===== config.mk =====
export PLATFORM = sky130hd
export DESIGN_NAME = scf_user_flat
export DESIGN_NICKNAME = d
export VERILOG_FILES = /design/src/core/scf_pkg.sv /design/src/core/scf_link_if.sv /design/src/core/scf_buf2.sv /design/src/core/scf_user.sv /design/src/flat_wrapper.sv
export VERILOG_INCLUDE_DIRS = /design/src /design/src/core
export SDC_FILE = /design/constraint.sdc
export NUM_CORES = 1
export LEC_CHECK = 0
export BUFFER_PORTS_ARGS = -buffer_cell sky130_fd_sc_hd__buf_2
export CORE_ASPECT_RATIO = 0.8
export CORE_UTILIZATION = 25
export CTS_BUF_LIST = sky130_fd_sc_hd__clkbuf_8
export DETAILED_ROUTE_END_ITERATION = 16
export MAX_ROUTING_LAYER = met4
export PLACE_DENSITY = 0.51
export SETUP_SLACK_MARGIN = 0.4
export SLEW_MARGIN = 20
export SYNTH_ARGS = -nofsm -noshare
export SYNTH_HDL_FRONTEND = slang
export SYNTH_SLANG_ARGS = --single-unit

===== constraint.sdc =====
create_clock -name mclk -period 4.5 [get_ports mclk]
set_clock_uncertainty 0.1 [all_clocks]
set_input_delay 0.9 -clock mclk [delete_from_list [all_inputs] [get_ports mclk]]
set_output_delay 0.9 -clock mclk [all_outputs]
set_load 0.05 [all_outputs]

===== src/core/scf_cfg.svh =====
// Default sizes and limits for the stream channel
`ifndef SCF_CFG_SVH
`define SCF_CFG_SVH

`define SCF_DATA_W_DEF 32
`define SCF_DEPTH_DEF 1
`define SCF_DEPTH_MAX 1024

`endif


===== src/core/scf_pkg.sv =====
// Types shared by both ends of the stream channel
package scf_pkg;

  typedef enum logic
  {
    scf_fifo_style_port = 1'h0,
    scf_handshake_port  = 1'h1
  } scf_port_mode_t;

  typedef enum logic [1:0]
  {
    scf_local            = 2'h0,
    scf_global_rw        = 2'h1,
    scf_global_one_sided = 2'h2
  } scf_scope_t;

  typedef enum logic [3:0]
  {
    scf_idle   = 4'h1,
    scf_room   = 4'h2,
    scf_strobe = 4'h4,
    scf_ack    = 4'h8
  } scf_xfer_state_t;

endpackage


===== src/core/scf_link_if.sv =====
// Link between the channel storage end and its producer/consumer end
`timescale 1ns/10ps
`include "scf_cfg.svh"

interface scf_link_if
#(
  parameter int DW = `SCF_DATA_W_DEF
);
  // Write side
  logic          wr_en;
  logic [DW-1:0] wr_data;
  logic          not_full;
  logic          wr_ack;
  // Read side
  logic          rd_en;
  logic [DW-1:0] rd_data;
  logic          not_empty;
  logic          rd_ack;

  // One modport per party, so a link has one channel end and one user end that both writes and reads
  modport chan
  (
    input  wr_en, wr_data, rd_en,
    output not_full, wr_ack, rd_data, not_empty, rd_ack
  );

  modport user
  (
    output wr_en, wr_data, rd_en,
    input  not_full, wr_ack, rd_data, not_empty, rd_ack
  );
endinterface


===== src/core/scf_buf2.sv =====
// Two-entry valid/ready buffer, head always in the first slot
`timescale 1ns/10ps

module scf_buf2
#(
  parameter int W = 32
)
(
  // Clock and reset
  input  wire logic         mclk,
  input  wire logic         rst,
  // Filling side
  input  wire logic         in_valid,
  input  wire logic [W-1:0] in_data,
  output logic              in_ready,
  // Draining side
  output logic              out_valid,
  output logic [W-1:0]      out_data,
  input  wire logic         out_ready
);
  logic         v1;
  logic [W-1:0] d1;
  logic         push;
  logic         pop;

  if (W < 1)
  begin : g_bad_w
    $error("buffer width must be at least one");
  end

  // Ready is not offered while both slots hold words, even on a pop
  assign in_ready = !v1;
  assign push     = in_valid && !v1;
  assign pop      = out_valid && out_ready;

  always_ff @(posedge mclk)
  begin
    if (rst)
    begin
      out_valid <= 1'h0;
      v1        <= 1'h0;
      out_data  <= '0;
      d1        <= '0;
    end
    else if (push && (pop || !out_valid))
    begin
      out_valid <= 1'h1;
      out_data  <= in_data;
    end
    else if (push)
    begin
      v1 <= 1'h1;
      d1 <= in_data;
    end
    else if (pop)
    begin
      out_valid <= v1;
      out_data  <= d1;
      v1        <= 1'h0;
    end
  end
endmodule


===== src/core/scf_user.sv =====
// Producer/consumer end: turns user requests into link transfers
`timescale 1ns/10ps
`include "scf_cfg.svh"

module scf_user
#(
  parameter int                      DW    = `SCF_DATA_W_DEF,
  parameter scf_pkg::scf_port_mode_t MODE  = scf_pkg::scf_fifo_style_port,
  parameter bit                      AXIS  = 1'h0
)
(
  // Clock and reset
  input  wire logic          mclk,
  input  wire logic          rst,
  // Link to the channel
  scf_link_if.user           lnk,
  // Producer requests
  input  wire logic          put_req,
  input  wire logic          put_try,
  input  wire logic [DW-1:0] put_data,
  output logic               put_busy,
  output logic               put_done,
  output logic               put_ok,
  // Consumer requests
  input  wire logic          get_req,
  input  wire logic          get_try,
  output logic               get_busy,
  output logic               get_done,
  output logic               get_ok,
  // Consumer data
  output logic               get_valid,
  output logic [DW-1:0]      get_data,
  input  wire logic          get_ready,
  // Status queries
  output logic               chan_full,
  output logic               chan_empty
);
  localparam bit IS_HS  = (MODE == scf_pkg::scf_handshake_port);
  localparam bit NO_TRY = IS_HS || AXIS;

  scf_pkg::scf_xfer_state_t st      [2];
  scf_pkg::scf_xfer_state_t next_st [2];
  logic [1:0]               req_v;
  logic [1:0]               try_v;
  logic [1:0]               ack_v;
  logic [1:0]               avail_v;
  logic [1:0]               refuse_v;
  logic [1:0]               en_q;
  logic [1:0]               done_q;
  logic [1:0]               ok_q;
  logic [1:0]               busy_q;
  logic [DW-1:0]            wr_data;
  logic                     buf_in_valid;
  logic                     buf_in_ready;

  if (DW < 1)
  begin : g_bad_dw
    $error("data width must be at least one");
  end

  // Side 0 writes, side 1 reads
  assign req_v = {get_req, put_req};
  assign try_v = {get_try, put_try};
  assign ack_v = {lnk.rd_ack, lnk.wr_ack};

  // A read is issued only when the buffer can take its word
  assign avail_v[0] = IS_HS ? 1'h1 : lnk.not_full;
  assign avail_v[1] = buf_in_ready && (IS_HS || lnk.not_empty);

  assign refuse_v = try_v & ({2{NO_TRY}} | ~avail_v);

  for (genvar s = 0; s < 2; s++)
  begin : g_side
    always_comb
    begin
      next_st[s] = st[s];
      case (st[s])
        scf_pkg::scf_idle:
        begin
          if (req_v[s] && !refuse_v[s])
            next_st[s] = avail_v[s] ? scf_pkg::scf_strobe : scf_pkg::scf_room;
        end
        scf_pkg::scf_room:
        begin
          if (avail_v[s])
            next_st[s] = scf_pkg::scf_strobe;
        end
        scf_pkg::scf_strobe:
        begin
          // Handshake holds the request until the channel acknowledges
          if (!IS_HS)
            next_st[s] = scf_pkg::scf_ack;
          else if (ack_v[s])
            next_st[s] = scf_pkg::scf_idle;
        end
        scf_pkg::scf_ack:
        begin
          if (ack_v[s])
            next_st[s] = scf_pkg::scf_idle;
        end
        default:
          next_st[s] = scf_pkg::scf_idle;
      endcase
    end

    always_ff @(posedge mclk)
    begin
      if (rst)
      begin
        st[s]     <= scf_pkg::scf_idle;
        en_q[s]   <= 1'h0;
        done_q[s] <= 1'h0;
        ok_q[s]   <= 1'h0;
        busy_q[s] <= 1'h0;
      end
      else
      begin
        st[s]     <= next_st[s];
        en_q[s]   <= (next_st[s] == scf_pkg::scf_strobe);
        done_q[s] <= ack_v[s] || (st[s] == scf_pkg::scf_idle && req_v[s] && refuse_v[s]);
        ok_q[s]   <= ack_v[s];
        busy_q[s] <= (next_st[s] != scf_pkg::scf_idle);
      end
    end
  end

  always_ff @(posedge mclk)
  begin
    if (rst)
      wr_data <= '0;
    else if (st[0] == scf_pkg::scf_idle && put_req && !refuse_v[0])
      wr_data <= put_data;
  end

  // Flags lag the link by one cycle; hidden on the handshake port
  always_ff @(posedge mclk)
  begin
    if (rst)
    begin
      chan_full  <= 1'h0;
      chan_empty <= 1'h0;
    end
    else
    begin
      chan_full  <= !IS_HS && !lnk.not_full;
      chan_empty <= !IS_HS && !lnk.not_empty;
    end
  end

  assign lnk.wr_en   = en_q[0];
  assign lnk.rd_en   = en_q[1];
  assign lnk.wr_data = wr_data;
  assign put_busy    = busy_q[0];
  assign put_done    = done_q[0];
  assign put_ok      = ok_q[0];
  assign get_busy    = busy_q[1];
  assign get_done    = done_q[1];
  assign get_ok      = ok_q[1];

  // Head word is on the link during a strobe, or with the acknowledge
  assign buf_in_valid = IS_HS ? lnk.rd_ack : lnk.rd_en;

  scf_buf2
  #(
    .W (DW)
  )
  u_buf
  (
    .mclk      (mclk),
    .rst       (rst),
    .in_valid  (buf_in_valid),
    .in_data   (lnk.rd_data),
    .in_ready  (buf_in_ready),
    .out_valid (get_valid),
    .out_data  (get_data),
    .out_ready (get_ready)
  );
endmodule


===== src/flat_wrapper.sv =====
// flat-port wrapper written by rule: the top's interface ports become plain ports
module scf_user_flat 
#(
  parameter int                      DW    = `SCF_DATA_W_DEF,
  parameter scf_pkg::scf_port_mode_t MODE  = scf_pkg::scf_fifo_style_port,
  parameter bit                      AXIS  = 1'h0
)
  (mclk, rst, put_req, put_try, put_data, put_busy, put_done, put_ok, get_req, get_try, get_busy, get_done, get_ok, get_valid, get_data, get_ready, chan_full, chan_empty, lnk_wr_en, lnk_wr_data, lnk_rd_en, lnk_not_full, lnk_wr_ack, lnk_rd_data, lnk_not_empty, lnk_rd_ack);
  scf_link_if #(.DW(DW)) lnk_i ();
  input  wire logic mclk;
  input  wire logic rst;
  input  wire logic put_req;
  input  wire logic put_try;
  input  wire logic [DW-1:0] put_data;
  output logic put_busy;
  output logic put_done;
  output logic put_ok;
  input  wire logic get_req;
  input  wire logic get_try;
  output logic get_busy;
  output logic get_done;
  output logic get_ok;
  output logic get_valid;
  output logic [DW-1:0] get_data;
  input  wire logic get_ready;
  output logic chan_full;
  output logic chan_empty;
  output wire logic [$bits(lnk_i.wr_en)-1:0] lnk_wr_en;
  output wire logic [$bits(lnk_i.wr_data)-1:0] lnk_wr_data;
  output wire logic [$bits(lnk_i.rd_en)-1:0] lnk_rd_en;
  input wire logic [$bits(lnk_i.not_full)-1:0] lnk_not_full;
  input wire logic [$bits(lnk_i.wr_ack)-1:0] lnk_wr_ack;
  input wire logic [$bits(lnk_i.rd_data)-1:0] lnk_rd_data;
  input wire logic [$bits(lnk_i.not_empty)-1:0] lnk_not_empty;
  input wire logic [$bits(lnk_i.rd_ack)-1:0] lnk_rd_ack;
  assign lnk_wr_en = lnk_i.wr_en;
  assign lnk_wr_data = lnk_i.wr_data;
  assign lnk_rd_en = lnk_i.rd_en;
  assign lnk_i.not_full = lnk_not_full;
  assign lnk_i.wr_ack = lnk_wr_ack;
  assign lnk_i.rd_data = lnk_rd_data;
  assign lnk_i.not_empty = lnk_not_empty;
  assign lnk_i.rd_ack = lnk_rd_ack;
  scf_user #(.DW(DW), .MODE(MODE), .AXIS(AXIS)) u_core (.mclk(mclk), .rst(rst), .lnk(lnk_i), .put_req(put_req), .put_try(put_try), .put_data(put_data), .put_busy(put_busy), .put_done(put_done), .put_ok(put_ok), .get_req(get_req), .get_try(get_try), .get_busy(get_busy), .get_done(get_done), .get_ok(get_ok), .get_valid(get_valid), .get_data(get_data), .get_ready(get_ready), .chan_full(chan_full), .chan_empty(chan_empty));
endmodule

---- Word-level counts from Yosys, hierarchy flattened ----
Memories as Yosys holds them, arrays and structs flattened.
Cells that the tools add are included.
operators by class
  reductions and logical operators ........ 25
  equality and inequality tests ........... 13
  bitwise gates (word level) .............. 5
  muxes and demuxes ....................... 23
operators with widths
  operator                                       count
  two-way mux 32 bit                             3
  two-way mux 4 bit                              8
  one-hot mux 4 bit (4 select lines)             2
  == test 4 x 3 -> 1 bit, second input constant  4
  logical AND 1 bit                              11
  == test 4 x 1 -> 1 bit, second input constant  2
  == test 4 x 2 -> 1 bit, second input constant  2
  == test 4 bit, second input constant           2
  two-way mux 1 bit                              8
  != test 4 x 1 -> 1 bit, second input constant  2
  logical NOT 1 bit                              6
  two-way mux 3 bit                              2
  AND reduction 2 bit                            3
  nonzero test 2 bit                             2
  logical OR 1 bit                               3
  bitwise AND 2 bit                              1
  != test 2 x 1 -> 1 bit, second input constant  1
  inverter 2 bit                                 1
  OR 1 bit                                       2
  inverter 1 bit                                 1
word-level totals
  register bits ........................... 108
  RAM bits ................................ 8
  memories ................................ 1
memory list
  name       depth  bits a word  read ports  clocked after memory_dff  write ports  line            text
  u_core.st  2      4            2           0                         2            scf_user.sv:41  scf_pkg::scf_xfer_state_t st [2];

---- Logic depth before layout (Yosys ltp) ----
  depth in word-level cells ............... 9
  mapped depth ............................ 6

---- Hierarchy ----
From an unflattened synthesis, not the netlist that was laid out.
second synthesis, totals
  cells, all modules ...................... 511
  area total of the unflattened synthesis .. 4,824.6 sq um
by module, submodules not included
  module    times used  seq. area each (sq um)  area an instance (sq um)  cells each
  scf_buf2  1           1,321.3                 2,640.0                   298
  scf_user  1           1,001.0                 2,184.6                   213

---- Worst setup path after synthesis ----
No wires, ideal clock.
  path type ............................... input to register
  start point ............................. input port rst
  end point ............................... register u_core.wr_data[10] (netlist: u_core.lnk.wr_data[10])
  stages on the path ...................... 4
  arrival ................................. 1.711 ns
  required time ........................... 4.268 ns
  library setup time ...................... 0.132 ns
  buffers on the path ..................... 3
  slack ................................... 2.557 ns
  path through ............................ clkbuf_1 -> buf_2 -> clkbuf_1 -> a21oi_1
RTL lines
  item                    line                text
  start: declaration      flat_wrapper.sv:11  input wire logic rst;
  end signal: assignment  scf_user.sv:132     wr_data <= put_data;
  end: declaration        scf_user.sv:52      logic [DW-1:0] wr_data;
No word-level cell between the ends.

---- Worst setup path after layout ----
  start point ............................. register u_core.u_buf.out_valid
  end point ............................... output port get_valid
RTL lines
  item                      line                text
  start: declaration        scf_buf2.sv:17      output logic out_valid,
  start signal: assignment  scf_buf2.sv:57      out_valid <= v1;
  end: declaration          flat_wrapper.sv:23  output logic get_valid;
No word-level cell between the ends.

==> flow_results.org <==
** Timing
- Setup repair after global routing missed its margin :: no
- For the final routed database, the setup TNS stands at 0 ns.
- Final hold violations :: 0
- Final critical-path share of the clock period :: 0.499
- Slew HR :: 0.467
- The max-slew violation total from the final report is 0.
- Timing would allow up to 0.445 GHz.
- For the pin with the worst max-slew slack, the measured transition is 0.799 ns.
- Final setup viols :: 0
- Final period demand of the worst path :: 2.25 ns

** Worst setup path
- For the worst setup path, the data required time is 3.50 ns.
- The critical path in this run is classified as register to output port.
- Largest stage delay on the critical path :: 0.48 ns
- STA classifies the critical path startpoint as a register.
- Arr. time, crit path :: 1.25 ns
- The number of buffers and inverters on the critical path is 1.
- Cell breakdown of the critical path :: buf_2
- Largest fanout of any net on the critical path :: 8
- STA classifies the critical path endpoint as an output port.
- Slowest-stage cell, CP :: dfxtp_1
- The kind of cell with the highest combined delay along the critical path is flip-flops.

** Clock tree
- Counting the buffers created by CTS gives 17.
- Resized cells post-CTS :: 0
- After clock tree synthesis, the clock-pin slew on the worst setup and hold paths is 0.07 ns.
- Maximum clock path buffer count :: 2
- Post-CTS timing repair inserted 0 buffers for setup.
- Number of sinks on the clock net :: 116
- Clock tree from TritonCTS :: built
- Clock tree synthesis selected as its root buffer the cell clkbuf_8.
- Cts-stage hold buffer count :: 0
- H-Tree Depth :: 4
- Worst skew pair latency :: 0.43 ns

** Run status
- Run status :: finished, final reports clean

** Route
- DRC :: 0
- In the detailed route, the total length drawn on met3 is 578 um.
- Uppermost layer routed :: met4
- Met2 wire length :: 6.31 mm
- Detail-routed net length per standard cell :: 15.6 um
- The detail route stage leaves a number of antenna-violating nets equal to 0.
- In the final routing, the length of wire on met1 measures 7.70 mm.
- After detailed routing, the total wire length is 14.9 mm.
- DRC marker count from the first detailed-route iteration :: 222
- Drt via density :: 4.79
- The first detailed-routing pass ran for 4 iterations.
- Vias :: 4,576

** Synthesis
- The number of nets in the synthesized netlist is 638.
- Library cells used by synthesis :: 38
- The synthesized netlist occupies a cell area of 4930 sq um.
- Sorting the synthesized cells by area gives the leading types as dfxtp_1, a2111oi_2, a21oi_1, nor3_1, o31ai_1.
- Cell type with the highest aggregate area in the netlist :: dfxtp_1
- Total of warnings raised by yosys :: 0
- Area share of the leading cell type in the synthesized netlist :: 0.471
- Register area share after synthesis :: 0.471
- Synthesis produced 563 cells.
- Each instance of the synthesized netlist takes up on average 8.77 sq um.
- Count of state elements after synthesis :: 116

** GRT
- Total congestion overflow after global routing :: 0
- Number of antenna violations at the first check in global routing :: 1
- The first global-routing pass estimated 23.4 mm of wire.
- Pin count of the biggest net entering global routing :: 64
- GR Util All Layers :: 0.150
- The via count of the first global-routing pass is 4,315.

** Cells and area
- Once layout is complete, the cells apart from fillers number 955.
- Share of cells above drive strength 1 :: 0.329
- Fill cells in the final layout number 2,089.
- Area delta synth->final :: 26.6%
- The net count of the finished layout is 758.

** Worst hold path
- The min-delay analysis places its worst path in the category register to register.

** Placement
- GPL Wtd Cong :: 0.725
- Summed over all nets, the half-perimeter wirelength after detailed placement is 9.27 mm.
- The count of buffers added on input and output ports is 149.
- Counting tap cells, the placed design contains a total of 922 instances.

** Floorplanning
- After floorplanning, the core was divided into 45 placement rows.
- Full die area :: 20,300 sq um
- DIE HEIGHT :: 128 um
- The initial utilization of the core area, before any placement, comes to 0.258.
- The core region is 19,100 sq um.
- The floorplan step set the die width to 159 um.
- In this run the count of I/O pins placed on the die edge is 150.

** Run
- Maximum Capacitance Violations :: 0

** Pwr
- IR analysis of the VDD net gives a maximum drop of 133 uV.
- The analysis attributes to cell leakage a power of 2.45 nW.
- Dividing total power by cell area gives a power density of 399 nW/um^2.
==> flip-flops by register name, summed over array words and instances (netlist names) <==
signal	cells
u_core.u_buf.out_data	32
u_core.lnk.wr_en	1
u_core.get_done	1
u_core.lnk.wr_data	32
u_core.put_done	1
u_core.u_buf.d1	32
u_core.u_buf.out_valid	1
u_core.lnk.rd_en	1
u_core.u_buf.v1	1
u_core.chan_full	1
u_core.st	8
u_core.put_ok	1
u_core.chan_empty	1
u_core.get_busy	1
u_core.get_ok	1
u_core.put_busy	1
==> cell usage after synthesis <==
master	count
nand3b_1	2
nor2_2	1
clkbuf_1	37
buf_2	21
a2111oi_2	30
nand3_1	2
o21ai_0	5
o211ai_1	1
nand4_1	32
o31ai_1	33
a221o_1	1
xor2_1	1
nor3_1	64
buf_6	3
o311ai_1	1
nor4_1	3
a221oi_1	1
a211oi_1	2
and3_1	1
nor2b_1	5
nand4b_1	1
or3_1	1
o21bai_1	1
or2_1	1
and3b_1	2
nand4bb_1	1
dfxtp_1	116
o21a_4	1
and2_1	1
a2111oi_0	4
nor3b_1	4
o31a_1	1
nand2b_1	5
nor2_1	5
nor4bb_1	1
a21oi_1	69
nand2_1	65
inv_1	38
==> logic make-up (layout without fill, tap and decap cells) <==
kind of cell | count (synthesis) | after routing | share of synthesized area
simple gates | 197 | 197 | 0.202
compound gates | 150 | 150 | 0.240
buf+inv | 99 | 232 | 0.0852
flops | 116 | 116 | 0.471
xor+xnor | 1 | 1 | 0.00178
other cells | 0 | 1 | 0
==> stage by stage <==
stage / hold WS, ns / util / power [W] / cell area, sq um / setup WS, ns
floorplan: 0.337 / - / 0.00143 / 4930 / 2.56
global placement: 0.345 / 0.306 / 0.00156 / 5860 / 1.90
detailed placement: 0.347 / 0.306 / 0.00156 / 5860 / 1.86
CTS: 0.357 / 0.326 / 0.00253 / 6250 / 2.22
global route: 0.369 / 0.326 / 0.00261 / 6250 / 2.19
finish: 0.356 / 0.326 / 0.00249 / 6250 / 2.25
==> placed cells by master, fill, tap and decap left out, drive strengths merged, types with 2 or more instances in the layout <==
cell and count:
nor3 64, inv 39, a21oi 69, nand3b 2, o21ai 5, nand2b 5
clkinvlp 5, a2111oi 34, nor2 6, o31ai 33, nand4 32, nor3b 4
dfxtp 116, clkinv 6, buf 162, clkbuf 18, nor2b 5, nand2 65
and3b 2, nand3 2, nor4 3, a211oi 2, bufinv 2
==> layout make-up <==
class | instances | area, sq um | share of cell area
antenna | 1 | 2.50 | 0.000400
clock buffer | 18 | 248 | 0.0396
clock inverter | 14 | 139 | 0.0222
inverter | 38 | 143 | 0.0228
multi-input combinational | 348 | 2210 | 0.354
sequential | 116 | 2320 | 0.372
tap | 258 | 323 | 0.0517
timing repair buffer | 162 | 858 | 0.137
==> path summary, 6_finish.rpt <==
path | cells past startpoint | endpoint | slack [ns] | start
min reg2reg | 2 | u_core.u_buf.d1[6]$_SDFFE_PP0P_ | 0.36 | u_core.u_buf.d1[6]$_SDFFE_PP0P_
min | 2 | u_core.u_buf.d1[6]$_SDFFE_PP0P_ | 0.36 | u_core.u_buf.d1[6]$_SDFFE_PP0P_
max reg2reg | 4 | u_core.u_buf.out_data[0]$_SDFFE_PP0P_ | 2.54 | u_core.u_buf.out_valid$_SDFFE_PP0P_
max | 1 | get_valid | 2.25 | u_core.u_buf.out_valid$_SDFFE_PP0P_
==> power by group <==
| group | leakage, nW | switching (W) | total [W] | internal, W |
|---|---|---|---|---|
| Sequential | 0.945 | 0.0000264 | 0.00110 | 0.00107 |
| Combinational | 1.31 | 0.000313 | 0.000431 | 0.000118 |
| Clock | 0.188 | 0.000460 | 0.000960 | 0.000501 |
==> layer usage <==
layer,global-route usage,up-vias
li1,-,2274
met2,0.208,95
met4,0.0577,0
met1,0.211,2189
met3,0.0330,18
met5,-,-
Power figures use the tool's default switching activity.
